File: src/logic/l1dp_params.svh
// Constants for the level-1 data protection lock and fault block
`ifndef L1DP_PARAMS_SVH
`define L1DP_PARAMS_SVH

// Register byte addresses
`define L1DP_A_FAULT_ADDR   32'h0184AC00
`define L1DP_A_FAULT_REC    32'h0184AC04
`define L1DP_A_FAULT_CLR    32'h0184AC08
`define L1DP_A_KEY0         32'h0184AD00
`define L1DP_A_KEY1         32'h0184AD04
`define L1DP_A_KEY2         32'h0184AD08
`define L1DP_A_KEY3         32'h0184AD0C
`define L1DP_A_LOCK_CMD     32'h0184AD10
`define L1DP_A_LOCK_STATE   32'h0184AD14
`define L1DP_A_PAGE_BASE    32'h0184AE00
`define L1DP_A_PAGE_LAST    32'h0184AE7C

// Page attribute entry layout
`define L1DP_PAGE_RESET     16'hFFF6
`define L1DP_PAGE_WMASK     16'hFF36
`define L1DP_PAGE_FIXED     16'h00C0
`define L1DP_PAGE_W         16

// Lock command bits
`define L1DP_CMD_UNLOCK     0
`define L1DP_CMD_LOCK       1
`define L1DP_CMD_KEY_RESET  2

// Fault record fields
`define L1DP_FR_ID_HI       15
`define L1DP_FR_ID_LO       9
`define L1DP_FR_LOCAL       8
`define L1DP_FR_SUP_RD      5
`define L1DP_FR_SUP_WR      4
`define L1DP_FR_USR_RD      2
`define L1DP_FR_USR_WR      1
`define L1DP_FR_ID_W        7

`define L1DP_FAULT_ERASE    0
`define L1DP_LOCK_BIT       0
`define L1DP_PROT_SUP       0
`define L1DP_IDX_HI         6
`define L1DP_IDX_LO         2

`endif

File: src/logic/l1dp_pkg.sv
// Types shared by the level-1 data protection block
package l1dp_pkg;

    typedef enum logic [3:0] {
        L1DP_SEL_NONE  = 4'h0,
        L1DP_SEL_FADDR = 4'h1,
        L1DP_SEL_FREC  = 4'h2,
        L1DP_SEL_FCLR  = 4'h3,
        L1DP_SEL_KEY0  = 4'h4,
        L1DP_SEL_KEY1  = 4'h5,
        L1DP_SEL_KEY2  = 4'h6,
        L1DP_SEL_KEY3  = 4'h7,
        L1DP_SEL_CMD   = 4'h8,
        L1DP_SEL_STATE = 4'h9,
        L1DP_SEL_PAGE  = 4'hA
    } l1dp_sel_e;

    typedef struct packed {
        logic [31:0] addr;
        logic [6:0]  id;
        logic        local_acc;
        logic        sup;
        logic        wr;
    } l1dp_fault_s;

endpackage

File: src/logic/l1dp_top.sv
// APB register block: page attributes, 64-bit key lock, fault capture
//
// The placing of the registers and register access over APB were chosen for this implementation.
`include "l1dp_params.svh"
`timescale 1ns/1ps
`default_nettype none

// Operation
// - Execute bits of every page entry read zero and ignore writes.
// - Page entries reset to all IDs, local, bits 7:6 set, read/write.
// - A 64-bit key lock decides whether protection entries may be written.
// - Key word 0 gives bits 31:0, word 1 bits 63:32; write-only.
// - Writes to key words 2 and 3 are discarded without effect.
// - Command bit 1 engages lock if sequence correct; bit 2 resets status.
// - Command bit 0 disengages lock if correct; zero writes do nothing.
// - Lock state bit 0 shows engaged lock, resets zero, rest zero.
// - A protection violation is captured in dedicated fault registers.
// - Fault address register holds the full 32-bit faulting address.
// - Fault bits 15:9 hold requestor ID bits 6:0, zero-extended.
// - Fault bit 8 marks a local access; ID field then reads zero.
// - Fault bit 5 marks supervisor read, bit 4 supervisor write.
// - Bit 2 user read, bit 1 user write; other bits read zero.
// - Writing one to fault clear bit 0 erases the fault record.
// - Only the first fault is held and signalled until cleared.
// - Fault clear ignores bits 31:1.
// - All may read except key words; only supervisor may write.
// - While locked, page attribute entries cannot be updated.
module l1dp_top #(
    parameter int NPAGE = 32,
    parameter int ID_W  = 8
) (
    input  wire logic              pclk,
    input  wire logic              presetn,
    input  wire logic              psel,
    input  wire logic              penable,
    input  wire logic              pwrite,
    input  wire logic [31:0]       paddr,
    input  wire logic [31:0]       pwdata,
    input  wire logic [3:0]        pstrb,
    input  wire logic [2:0]        pprot,
    output logic                   pready,
    output logic [31:0]            prdata,
    output logic                   pslverr,
    input  wire logic              fault_valid,
    input  wire logic [31:0]       fault_addr,
    input  wire logic [ID_W-1:0]   fault_id,
    input  wire logic              fault_local,
    input  wire logic              fault_sup,
    input  wire logic              fault_write,
    output logic                   fault_exc,
    input  wire logic [4:0]        chk_page,
    output logic [15:0]            chk_attr,
    output logic                   lock_engaged
);

    //--------------------------------------------------------------
    // Parameter checks
    //--------------------------------------------------------------
    generate
        if (NPAGE < 1 || NPAGE > 32) begin : g_bad_npage
            $error("NPAGE must lie in 1..32");
        end
        if (ID_W < 1) begin : g_bad_idw
            $error("ID_W must be at least 1");
        end
    endgenerate

    //--------------------------------------------------------------
    // State
    //--------------------------------------------------------------
    logic [15:0]          page_r [NPAGE];
    logic [63:0]          key_pend_r;
    logic [63:0]          key_lock_r;
    logic [1:0]           key_seen_r;
    logic                 lock_r;
    logic                 fault_held_r;
    l1dp_pkg::l1dp_fault_s fault_r;
    logic                 fault_exc_r;
    logic [15:0]          chk_attr_r;
    logic                 pready_r;
    logic [31:0]          prdata_r;
    logic                 pslverr_r;
    logic                 err_nxt;
    logic [31:0]          rdata_nxt;
    l1dp_pkg::l1dp_sel_e  sel;
    logic [4:0]           page_idx;
    logic                 sup_acc;
    logic                 wr_go;
    logic [31:0]          frec_word;
    logic [6:0]           id_ext;
    logic                 page_go;
    logic                 key0_go;
    logic                 key1_go;
    logic                 cmd_go;
    logic                 erase_go;
    logic                 fault_take;

    assign pready       = pready_r;
    assign prdata       = prdata_r;
    assign pslverr      = pslverr_r;
    assign fault_exc    = fault_exc_r;
    assign chk_attr     = chk_attr_r;
    assign lock_engaged = lock_r;

    //--------------------------------------------------------------
    // Address decode
    //--------------------------------------------------------------
    always_comb begin
        sel = l1dp_pkg::L1DP_SEL_NONE;
        if (paddr == `L1DP_A_FAULT_ADDR) begin
            sel = l1dp_pkg::L1DP_SEL_FADDR;
        end else if (paddr == `L1DP_A_FAULT_REC) begin
            sel = l1dp_pkg::L1DP_SEL_FREC;
        end else if (paddr == `L1DP_A_FAULT_CLR) begin
            sel = l1dp_pkg::L1DP_SEL_FCLR;
        end else if (paddr == `L1DP_A_KEY0) begin
            sel = l1dp_pkg::L1DP_SEL_KEY0;
        end else if (paddr == `L1DP_A_KEY1) begin
            sel = l1dp_pkg::L1DP_SEL_KEY1;
        end else if (paddr == `L1DP_A_KEY2) begin
            sel = l1dp_pkg::L1DP_SEL_KEY2;
        end else if (paddr == `L1DP_A_KEY3) begin
            sel = l1dp_pkg::L1DP_SEL_KEY3;
        end else if (paddr == `L1DP_A_LOCK_CMD) begin
            sel = l1dp_pkg::L1DP_SEL_CMD;
        end else if (paddr == `L1DP_A_LOCK_STATE) begin
            sel = l1dp_pkg::L1DP_SEL_STATE;
        end else if (paddr >= `L1DP_A_PAGE_BASE &&
                     paddr <= `L1DP_A_PAGE_LAST &&
                     paddr[1:0] == 2'h0 &&
                     32'(page_idx) < NPAGE) begin
            sel = l1dp_pkg::L1DP_SEL_PAGE;
        end
    end

    assign page_idx = paddr[`L1DP_IDX_HI:`L1DP_IDX_LO];
    assign sup_acc  = pprot[`L1DP_PROT_SUP];

    //--------------------------------------------------------------
    // Fault record word
    //--------------------------------------------------------------
    // ID is zero-extended or cut to seven bits
    generate
        if (ID_W >= `L1DP_FR_ID_W) begin : g_id_cut
            assign id_ext = fault_id[6:0];
        end else begin : g_id_ext
            assign id_ext = {{(`L1DP_FR_ID_W-ID_W){1'b0}}, fault_id};
        end
    endgenerate

    always_comb begin
        frec_word = 32'h00000000;
        frec_word[`L1DP_FR_ID_HI:`L1DP_FR_ID_LO] = fault_r.id;
        frec_word[`L1DP_FR_LOCAL] = fault_r.local_acc;
        frec_word[`L1DP_FR_SUP_RD] = fault_r.sup & ~fault_r.wr;
        frec_word[`L1DP_FR_SUP_WR] = fault_r.sup & fault_r.wr;
        frec_word[`L1DP_FR_USR_RD] = ~fault_r.sup & ~fault_r.wr;
        frec_word[`L1DP_FR_USR_WR] = ~fault_r.sup & fault_r.wr;
        if (!fault_held_r) begin
            frec_word = 32'h00000000;
        end
    end

    //--------------------------------------------------------------
    // Read data and error for the access phase
    //--------------------------------------------------------------
    always_comb begin
        rdata_nxt = 32'h00000000;
        err_nxt   = 1'b0;
        if (pwrite) begin
            if (!sup_acc) begin
                err_nxt = 1'b1;
            end else if (sel == l1dp_pkg::L1DP_SEL_NONE ||
                         sel == l1dp_pkg::L1DP_SEL_FADDR ||
                         sel == l1dp_pkg::L1DP_SEL_FREC ||
                         sel == l1dp_pkg::L1DP_SEL_STATE) begin
                err_nxt = 1'b1;
            end else if (sel == l1dp_pkg::L1DP_SEL_PAGE && lock_r) begin
                err_nxt = 1'b1;
            end
        end else begin
            case (sel)
                l1dp_pkg::L1DP_SEL_FADDR: begin
                    rdata_nxt = fault_r.addr;
                end
                l1dp_pkg::L1DP_SEL_FREC: begin
                    rdata_nxt = frec_word;
                end
                l1dp_pkg::L1DP_SEL_STATE: begin
                    rdata_nxt[`L1DP_LOCK_BIT] = lock_r;
                end
                l1dp_pkg::L1DP_SEL_PAGE: begin
                    rdata_nxt = {16'h0000, page_r[page_idx]};
                end
                l1dp_pkg::L1DP_SEL_FCLR,
                l1dp_pkg::L1DP_SEL_CMD: begin
                    rdata_nxt = 32'h00000000;
                end
                l1dp_pkg::L1DP_SEL_KEY0,
                l1dp_pkg::L1DP_SEL_KEY1,
                l1dp_pkg::L1DP_SEL_KEY2,
                l1dp_pkg::L1DP_SEL_KEY3: begin
                    err_nxt = 1'b1;
                end
                default: begin
                    err_nxt = 1'b1;
                end
            endcase
        end
    end

    //--------------------------------------------------------------
    // APB handshake: one access-phase cycle
    //--------------------------------------------------------------
    always_ff @(posedge pclk or negedge presetn) begin
        if (!presetn) begin
            pready_r  <= 1'b0;
            prdata_r  <= 32'h00000000;
            pslverr_r <= 1'b0;
        end else begin
            pready_r <= psel & ~penable & ~pready_r;
            if (psel && !penable) begin
                prdata_r  <= pwrite ? 32'h00000000 : rdata_nxt;
                pslverr_r <= err_nxt;
            end else begin
                prdata_r  <= 32'h00000000;
                pslverr_r <= 1'b0;
            end
        end
    end

    // Write commits at the completing edge only
    assign wr_go = psel & penable & pready_r & pwrite & ~pslverr_r &
                   (pstrb == 4'hF);

    //--------------------------------------------------------------
    // Per-register write strobes
    //--------------------------------------------------------------
    assign page_go  = wr_go && sel == l1dp_pkg::L1DP_SEL_PAGE;
    assign key0_go  = wr_go && sel == l1dp_pkg::L1DP_SEL_KEY0;
    assign key1_go  = wr_go && sel == l1dp_pkg::L1DP_SEL_KEY1;
    assign cmd_go   = wr_go && sel == l1dp_pkg::L1DP_SEL_CMD;
    // only bit 0 of the clear word counts
    assign erase_go = wr_go && sel == l1dp_pkg::L1DP_SEL_FCLR &&
                      pwdata[`L1DP_FAULT_ERASE];
    // a fault in the erase cycle is kept, so none goes unseen
    assign fault_take = fault_valid && (!fault_held_r || erase_go);

    //--------------------------------------------------------------
    // Page attribute entries
    //--------------------------------------------------------------
    always_ff @(posedge pclk or negedge presetn) begin
        if (!presetn) begin
            for (int i = 0; i < NPAGE; i++) begin
                page_r[i] <= `L1DP_PAGE_RESET;
            end
        end else if (page_go && !lock_r) begin
            page_r[page_idx] <= (pwdata[15:0] & `L1DP_PAGE_WMASK) |
                                `L1DP_PAGE_FIXED;
        end
    end

    always_ff @(posedge pclk or negedge presetn) begin
        if (!presetn) begin
            chk_attr_r <= 16'h0000;
        end else if (32'(chk_page) < NPAGE) begin
            chk_attr_r <= page_r[chk_page];
        end else begin
            chk_attr_r <= 16'h0000;
        end
    end

    //--------------------------------------------------------------
    // Key lock
    //--------------------------------------------------------------
    // 64-bit key lock
    // words 2 and 3 discarded
    // Key words stay writable while locked so unlock can be keyed
    always_ff @(posedge pclk or negedge presetn) begin
        if (!presetn) begin
            key_pend_r <= 64'h0000000000000000;
            key_seen_r <= 2'h0;
        end else if (key0_go) begin
            key_pend_r[31:0] <= pwdata;
            key_seen_r[0]    <= 1'b1;
        end else if (key1_go) begin
            key_pend_r[63:32] <= pwdata;
            key_seen_r[1]     <= 1'b1;
        end else if (cmd_go &&
                     (pwdata[`L1DP_CMD_KEY_RESET] ||
                      pwdata[`L1DP_CMD_LOCK] ||
                      pwdata[`L1DP_CMD_UNLOCK])) begin
            // key status reset; any command with bit 0, 1 or 2 set ends a sequence
            key_pend_r <= 64'h0000000000000000;
            key_seen_r <= 2'h0;
        end
    end

    always_ff @(posedge pclk or negedge presetn) begin
        if (!presetn) begin
            lock_r     <= 1'b0;
            key_lock_r <= 64'h0000000000000000;
        end else if (cmd_go &&
                     !pwdata[`L1DP_CMD_KEY_RESET]) begin
            if (pwdata[`L1DP_CMD_LOCK] && !pwdata[`L1DP_CMD_UNLOCK]) begin
                // lock needs a full key first
                // Lock while locked is ignored; the stored key stays
                if (!lock_r && key_seen_r == 2'h3) begin
                    lock_r     <= 1'b1;
                    key_lock_r <= key_pend_r;
                end
            end else if (pwdata[`L1DP_CMD_UNLOCK] &&
                         !pwdata[`L1DP_CMD_LOCK]) begin
                if (lock_r && key_seen_r == 2'h3 &&
                    key_pend_r == key_lock_r) begin
                    lock_r <= 1'b0;
                end
            end
        end
    end

    //--------------------------------------------------------------
    // Fault capture
    //--------------------------------------------------------------
    // capture on violation
    // first fault only; new fault wins over clear
    always_ff @(posedge pclk or negedge presetn) begin
        if (!presetn) begin
            fault_held_r <= 1'b0;
            fault_r      <= '0;
        end else begin
            if (fault_take) begin
                fault_held_r      <= 1'b1;
                fault_r.addr      <= fault_addr;
                fault_r.id        <= fault_local ? 7'h00 : id_ext;
                fault_r.local_acc <= fault_local;
                fault_r.sup       <= fault_sup;
                fault_r.wr        <= fault_write;
            end else if (erase_go) begin
                fault_held_r <= 1'b0;
                fault_r      <= '0;
            end
        end
    end

    // exception pulse for the captured fault only
    always_ff @(posedge pclk or negedge presetn) begin
        if (!presetn) begin
            fault_exc_r <= 1'b0;
        end else begin
            fault_exc_r <= fault_take;
        end
    end

endmodule

`default_nettype wire

File: config.mk
export PLATFORM = sky130hd
export DESIGN_NAME = l1dp_top
export DESIGN_NICKNAME = d
export VERILOG_FILES = /design/src/logic/l1dp_pkg.sv /design/src/logic/l1dp_top.sv
export VERILOG_INCLUDE_DIRS = /design/src /design/src/logic
export SDC_FILE = /design/constraint.sdc
export NUM_CORES = 1
export LEC_CHECK = 0
export BUFFER_PORTS_ARGS = -buffer_cell sky130_fd_sc_hd__buf_4
export CELL_PAD_IN_SITES_DETAIL_PLACEMENT = 2
export CELL_PAD_IN_SITES_GLOBAL_PLACEMENT = 2
export CORE_ASPECT_RATIO = 1.75
export CORE_UTILIZATION = 40
export CTS_CLUSTER_DIAMETER = 80
export DETAILED_ROUTE_END_ITERATION = 7
export GPL_ROUTABILITY_DRIVEN = 0
export PLACE_DENSITY_LB_ADDON = 0.2
export SYNTH_ARGS = -nofsm -noshare
export SYNTH_HDL_FRONTEND = slang
export SYNTH_SLANG_ARGS = --single-unit
File: constraint.sdc
create_clock -name pclk -period 2.8 [get_ports pclk]
set_clock_uncertainty 0.1 [all_clocks]
set_input_delay 0.28 -clock pclk [delete_from_list [all_inputs] [get_ports pclk]]
set_output_delay 0.28 -clock pclk [all_outputs]
set_load 0.02 [all_outputs]
==> reports/results.txt <==
reg-to-reg setup timing slack: 90 ps
I/O pins: 177
library cells used by synthesis: 60
Hold Crit Class: in -> reg
Worst Max-Slew Pin Slew: 901 ps
TritonCTS buffer count: 59
total chip power: 19.1 mW
height of the die: 367 um
Total Routing Usage GR: 28.6%
crit path max fanout: 8
nature of the critical path endpoint: flop
minimum clock period: 2710 ps
Final Hold Viols: 0
pwr dens: 502 nW/um2
f_max: 369 MHz
Max H-tree Level: 2
CP required: 3220 ps
Post-route DRC: 0
Post-synth EDFFs: 0
Max VDD drop: 437 uV
area growth from synthesis to layout: 24.9%
Slew Viols, Final: 0
Most used DFF post-synth: dfstp_2
most numerous cell on the critical path: nor4_4
DR vias/cell: 5.94
LEAKAGE: 16.4 nW
PortBufs: 171
clk_lat worst skew: 670 ps
worst stage delay on the critical path: 490 ps
# fillers: 6,760
fraction of layout cells with a size suffix above 1: 66.1%
number of synthesized register bits: 606
Remaining Overflow, GRT: 0
DIE WIDTH: 211 um
Worst-path clk slew: 70 ps
most frequent cells in the layout: 384 x dfstp_2, 346 x mux2_2, 286 x buf_4
post-DP HPWL: 72,900 um
Max clock buf depth: 3
Post-Synthesis Cells: 2,002
post-synthesis sequential area ratio: 51.3%
Syn Std Cell Area: 30,500 um2
Slew headroom: 39.4%
worst path cell trace: nand2b_1, nor4_4, buf_4, or4b_4, nor4_4, buf_6, clkbuf_16, mux2_2
TNS Setup: 0 ps
initial drt markers: 1,097
Initial Util: 40.6%
CTS Sinks: 606
commonest non-fill, non-tap cell in the layout: dfstp_2
Final #Nets: 2,452
final period utilization: 96.8%
first-pass GRT wire length: 162,000 um
clk root buf: clkbuf_16
startpoint types: flop
Setup CP Type: reg -> reg
vias in the first global route: 23.6k
Synth Warn #: 0
Max-Cap Viols: 0
largest net degree at the start of global routing: 82
Slowest-stage cell, CP: or4b_4
core area: 75,200 um2
ys async rst share: 100%
via count: 20.1k
Setup violations, final: 0
post-route ant nets: 0
die area: 77,400 um2
crit path DAT: 3130 ps
initial antenna violation count: 2
Avg Cell Area, Syn: 15.2 um2
WL/cell: 32.3 um
status: completed
final wirelength: 110,000 um
CTS tree: done
DR pass1 iterations: 5
Rows: 133
==> final cells by class <==
class / count / area [um2] / area share [%]
clock buffer: 84 / 1710 / 4.49
clock inverter: 26 / 379 / 0.995
sequential: 606 / 15600 / 41.1
antenna: 1 / 2.50 / 0.00657
timing repair buffer: 448 / 4580 / 12.0
inverter: 37 / 139 / 0.364
tap: 1012 / 1270 / 3.32
multi-input combinational: 1174 / 14400 / 37.7
==> metal layers <==
metal  part of all wire (%)  vias to the layer above  track usage, %
li1                       -                     8262               -
met3                    3.7                      215            3.72
met1                     36                    11100            32.4
met4                    4.4                        2            12.4
met2                     56                      573            53.0
met5                  0.015                        -               0
==> where the power goes <==
| group | internal [mW] | total, mW | switching, mW |
|---|---|---|---|
| combinational | 0.557 | 1.40 | 0.841 |
| sequential | 8.85 | 8.91 | 0.0584 |
| clock | 5.08 | 8.83 | 3.75 |
| total | 14.5 | 19.1 | 4.65 |
==> worst max-delay path: cells and delay by family (launching register included) <==
kind	cells	cell delay, ps
flip-flops	1	390
AND/OR/NAND/NOR	4	1100
multiplexers	1	340
buffers and inverters	3	650
==> what timing repair did <==
item	4_1_cts	5_1_grt
hold buffers	78	0
pin swaps	2	3
endpoints found under the setup margin	64	64
endpoints found under the hold margin	264	0
resized for setup	2	2
cloned	0	6
setup buffers	1	1
==> synthesized netlist by cell type, types with 3 or more instances <==
| library cell | instances | area share, % |
|---|---|---|
| mux2_2 | 443 | 16 |
| dfstp_2 | 384 | 33 |
| dfrtp_1 | 222 | 18 |
| mux4_2 | 215 | 16 |
| clkbuf_1 | 103 | 1.3 |
| a22o_1 | 74 | 2.1 |
| o22ai_1 | 48 | 0.98 |
| xor2_1 | 48 | 1.4 |
| nand3_1 | 44 | 0.72 |
| inv_1 | 37 | 0.46 |
| buf_1 | 36 | 0.44 |
| o21ai_0 | 36 | 0.59 |
| buf_4 | 31 | 0.76 |
| nor4_1 | 29 | 0.59 |
| nor4_4 | 26 | 1.8 |
| nor2_1 | 23 | 0.28 |
| and2_1 | 20 | 0.41 |
| nand2_1 | 18 | 0.22 |
| xnor2_1 | 16 | 0.46 |
| nor3_1 | 15 | 0.25 |
| buf_2 | 12 | 0.20 |
| nand4_1 | 11 | 0.23 |
| mux2_4 | 10 | 0.49 |
| a222oi_1 | 9 | 0.30 |
| a21oi_1 | 8 | 0.13 |
| mux2_1 | 7 | 0.26 |
| nand2b_1 | 6 | 0.12 |
| nor4_2 | 6 | 0.25 |
| a211oi_1 | 5 | 0.12 |
| or2_2 | 5 | 0.10 |
| buf_6 | 4 | 0.15 |
| nand3b_1 | 4 | 0.098 |
| or3_1 | 4 | 0.082 |
| a211o_1 | 3 | 0.086 |
| a2bb2oi_1 | 3 | 0.086 |
| and4_1 | 3 | 0.086 |
| or4_1 | 3 | 0.074 |
==> flip-flops by register name (all words and copies together) (netlist names) <==
register and cells:
key_pend_r 64, chk_attr 13, pready 1, fault_held_r 1, fault_r 42, page_r 384, key_lock_r 64, lock_engaged 1
pslverr 1, prdata 32, fault_exc 1, key_seen_r 2
==> cell families after synthesis <==
kind of cell | count (synthesis) | synth area share (%)
AND/OR/NAND/NOR | 232 | 5.79
other | 2 | 0.0246
multiplexers | 677 | 33.0
XOR/XNOR | 64 | 1.84
adder cells (fa/ha/maj) | 1 | 0.0410
flip-flops | 606 | 51.3
buffers and inverters | 223 | 3.27
AO/OA/AOI/OAI | 197 | 4.70
==> worst paths after layout <==
check | startpoint | cells past startpoint | end
min | pwdata[9] | 3 | key_pend_r[9]$_DFFE_PN0P_
max | pslverr$_DFF_PN0_ | 8 | key_lock_r[26]$_DFFE_PN0P_
max in group asynchronous | presetn | 3 | page_r[332]$_DFFE_PN1P_
max reg2reg | pslverr$_DFF_PN0_ | 8 | key_lock_r[26]$_DFFE_PN0P_
min in group asynchronous | presetn | 2 | key_pend_r[20]$_DFFE_PN0P_
min reg2reg | key_seen_r[1]$_DFFE_PN0P_ | 1 | key_seen_r[1]$_DFFE_PN0P_
==> through the flow <==
step	instances	hold WS (ps)	setup slack (ps)	util [%]	cell area (um2)
floorplan	2003	-116	-107	-	31100
global placement	3191	149	-456	46.6	35100
detailed placement	3191	149	-465	46.6	35100
CTS	3380	4.50	132	50.5	38000
global route	3387	26.5	-4.40	50.7	38100
finish	3388	34.4	90.8	50.7	38100
No activity file was read; power rests on OpenSTA's default activity.
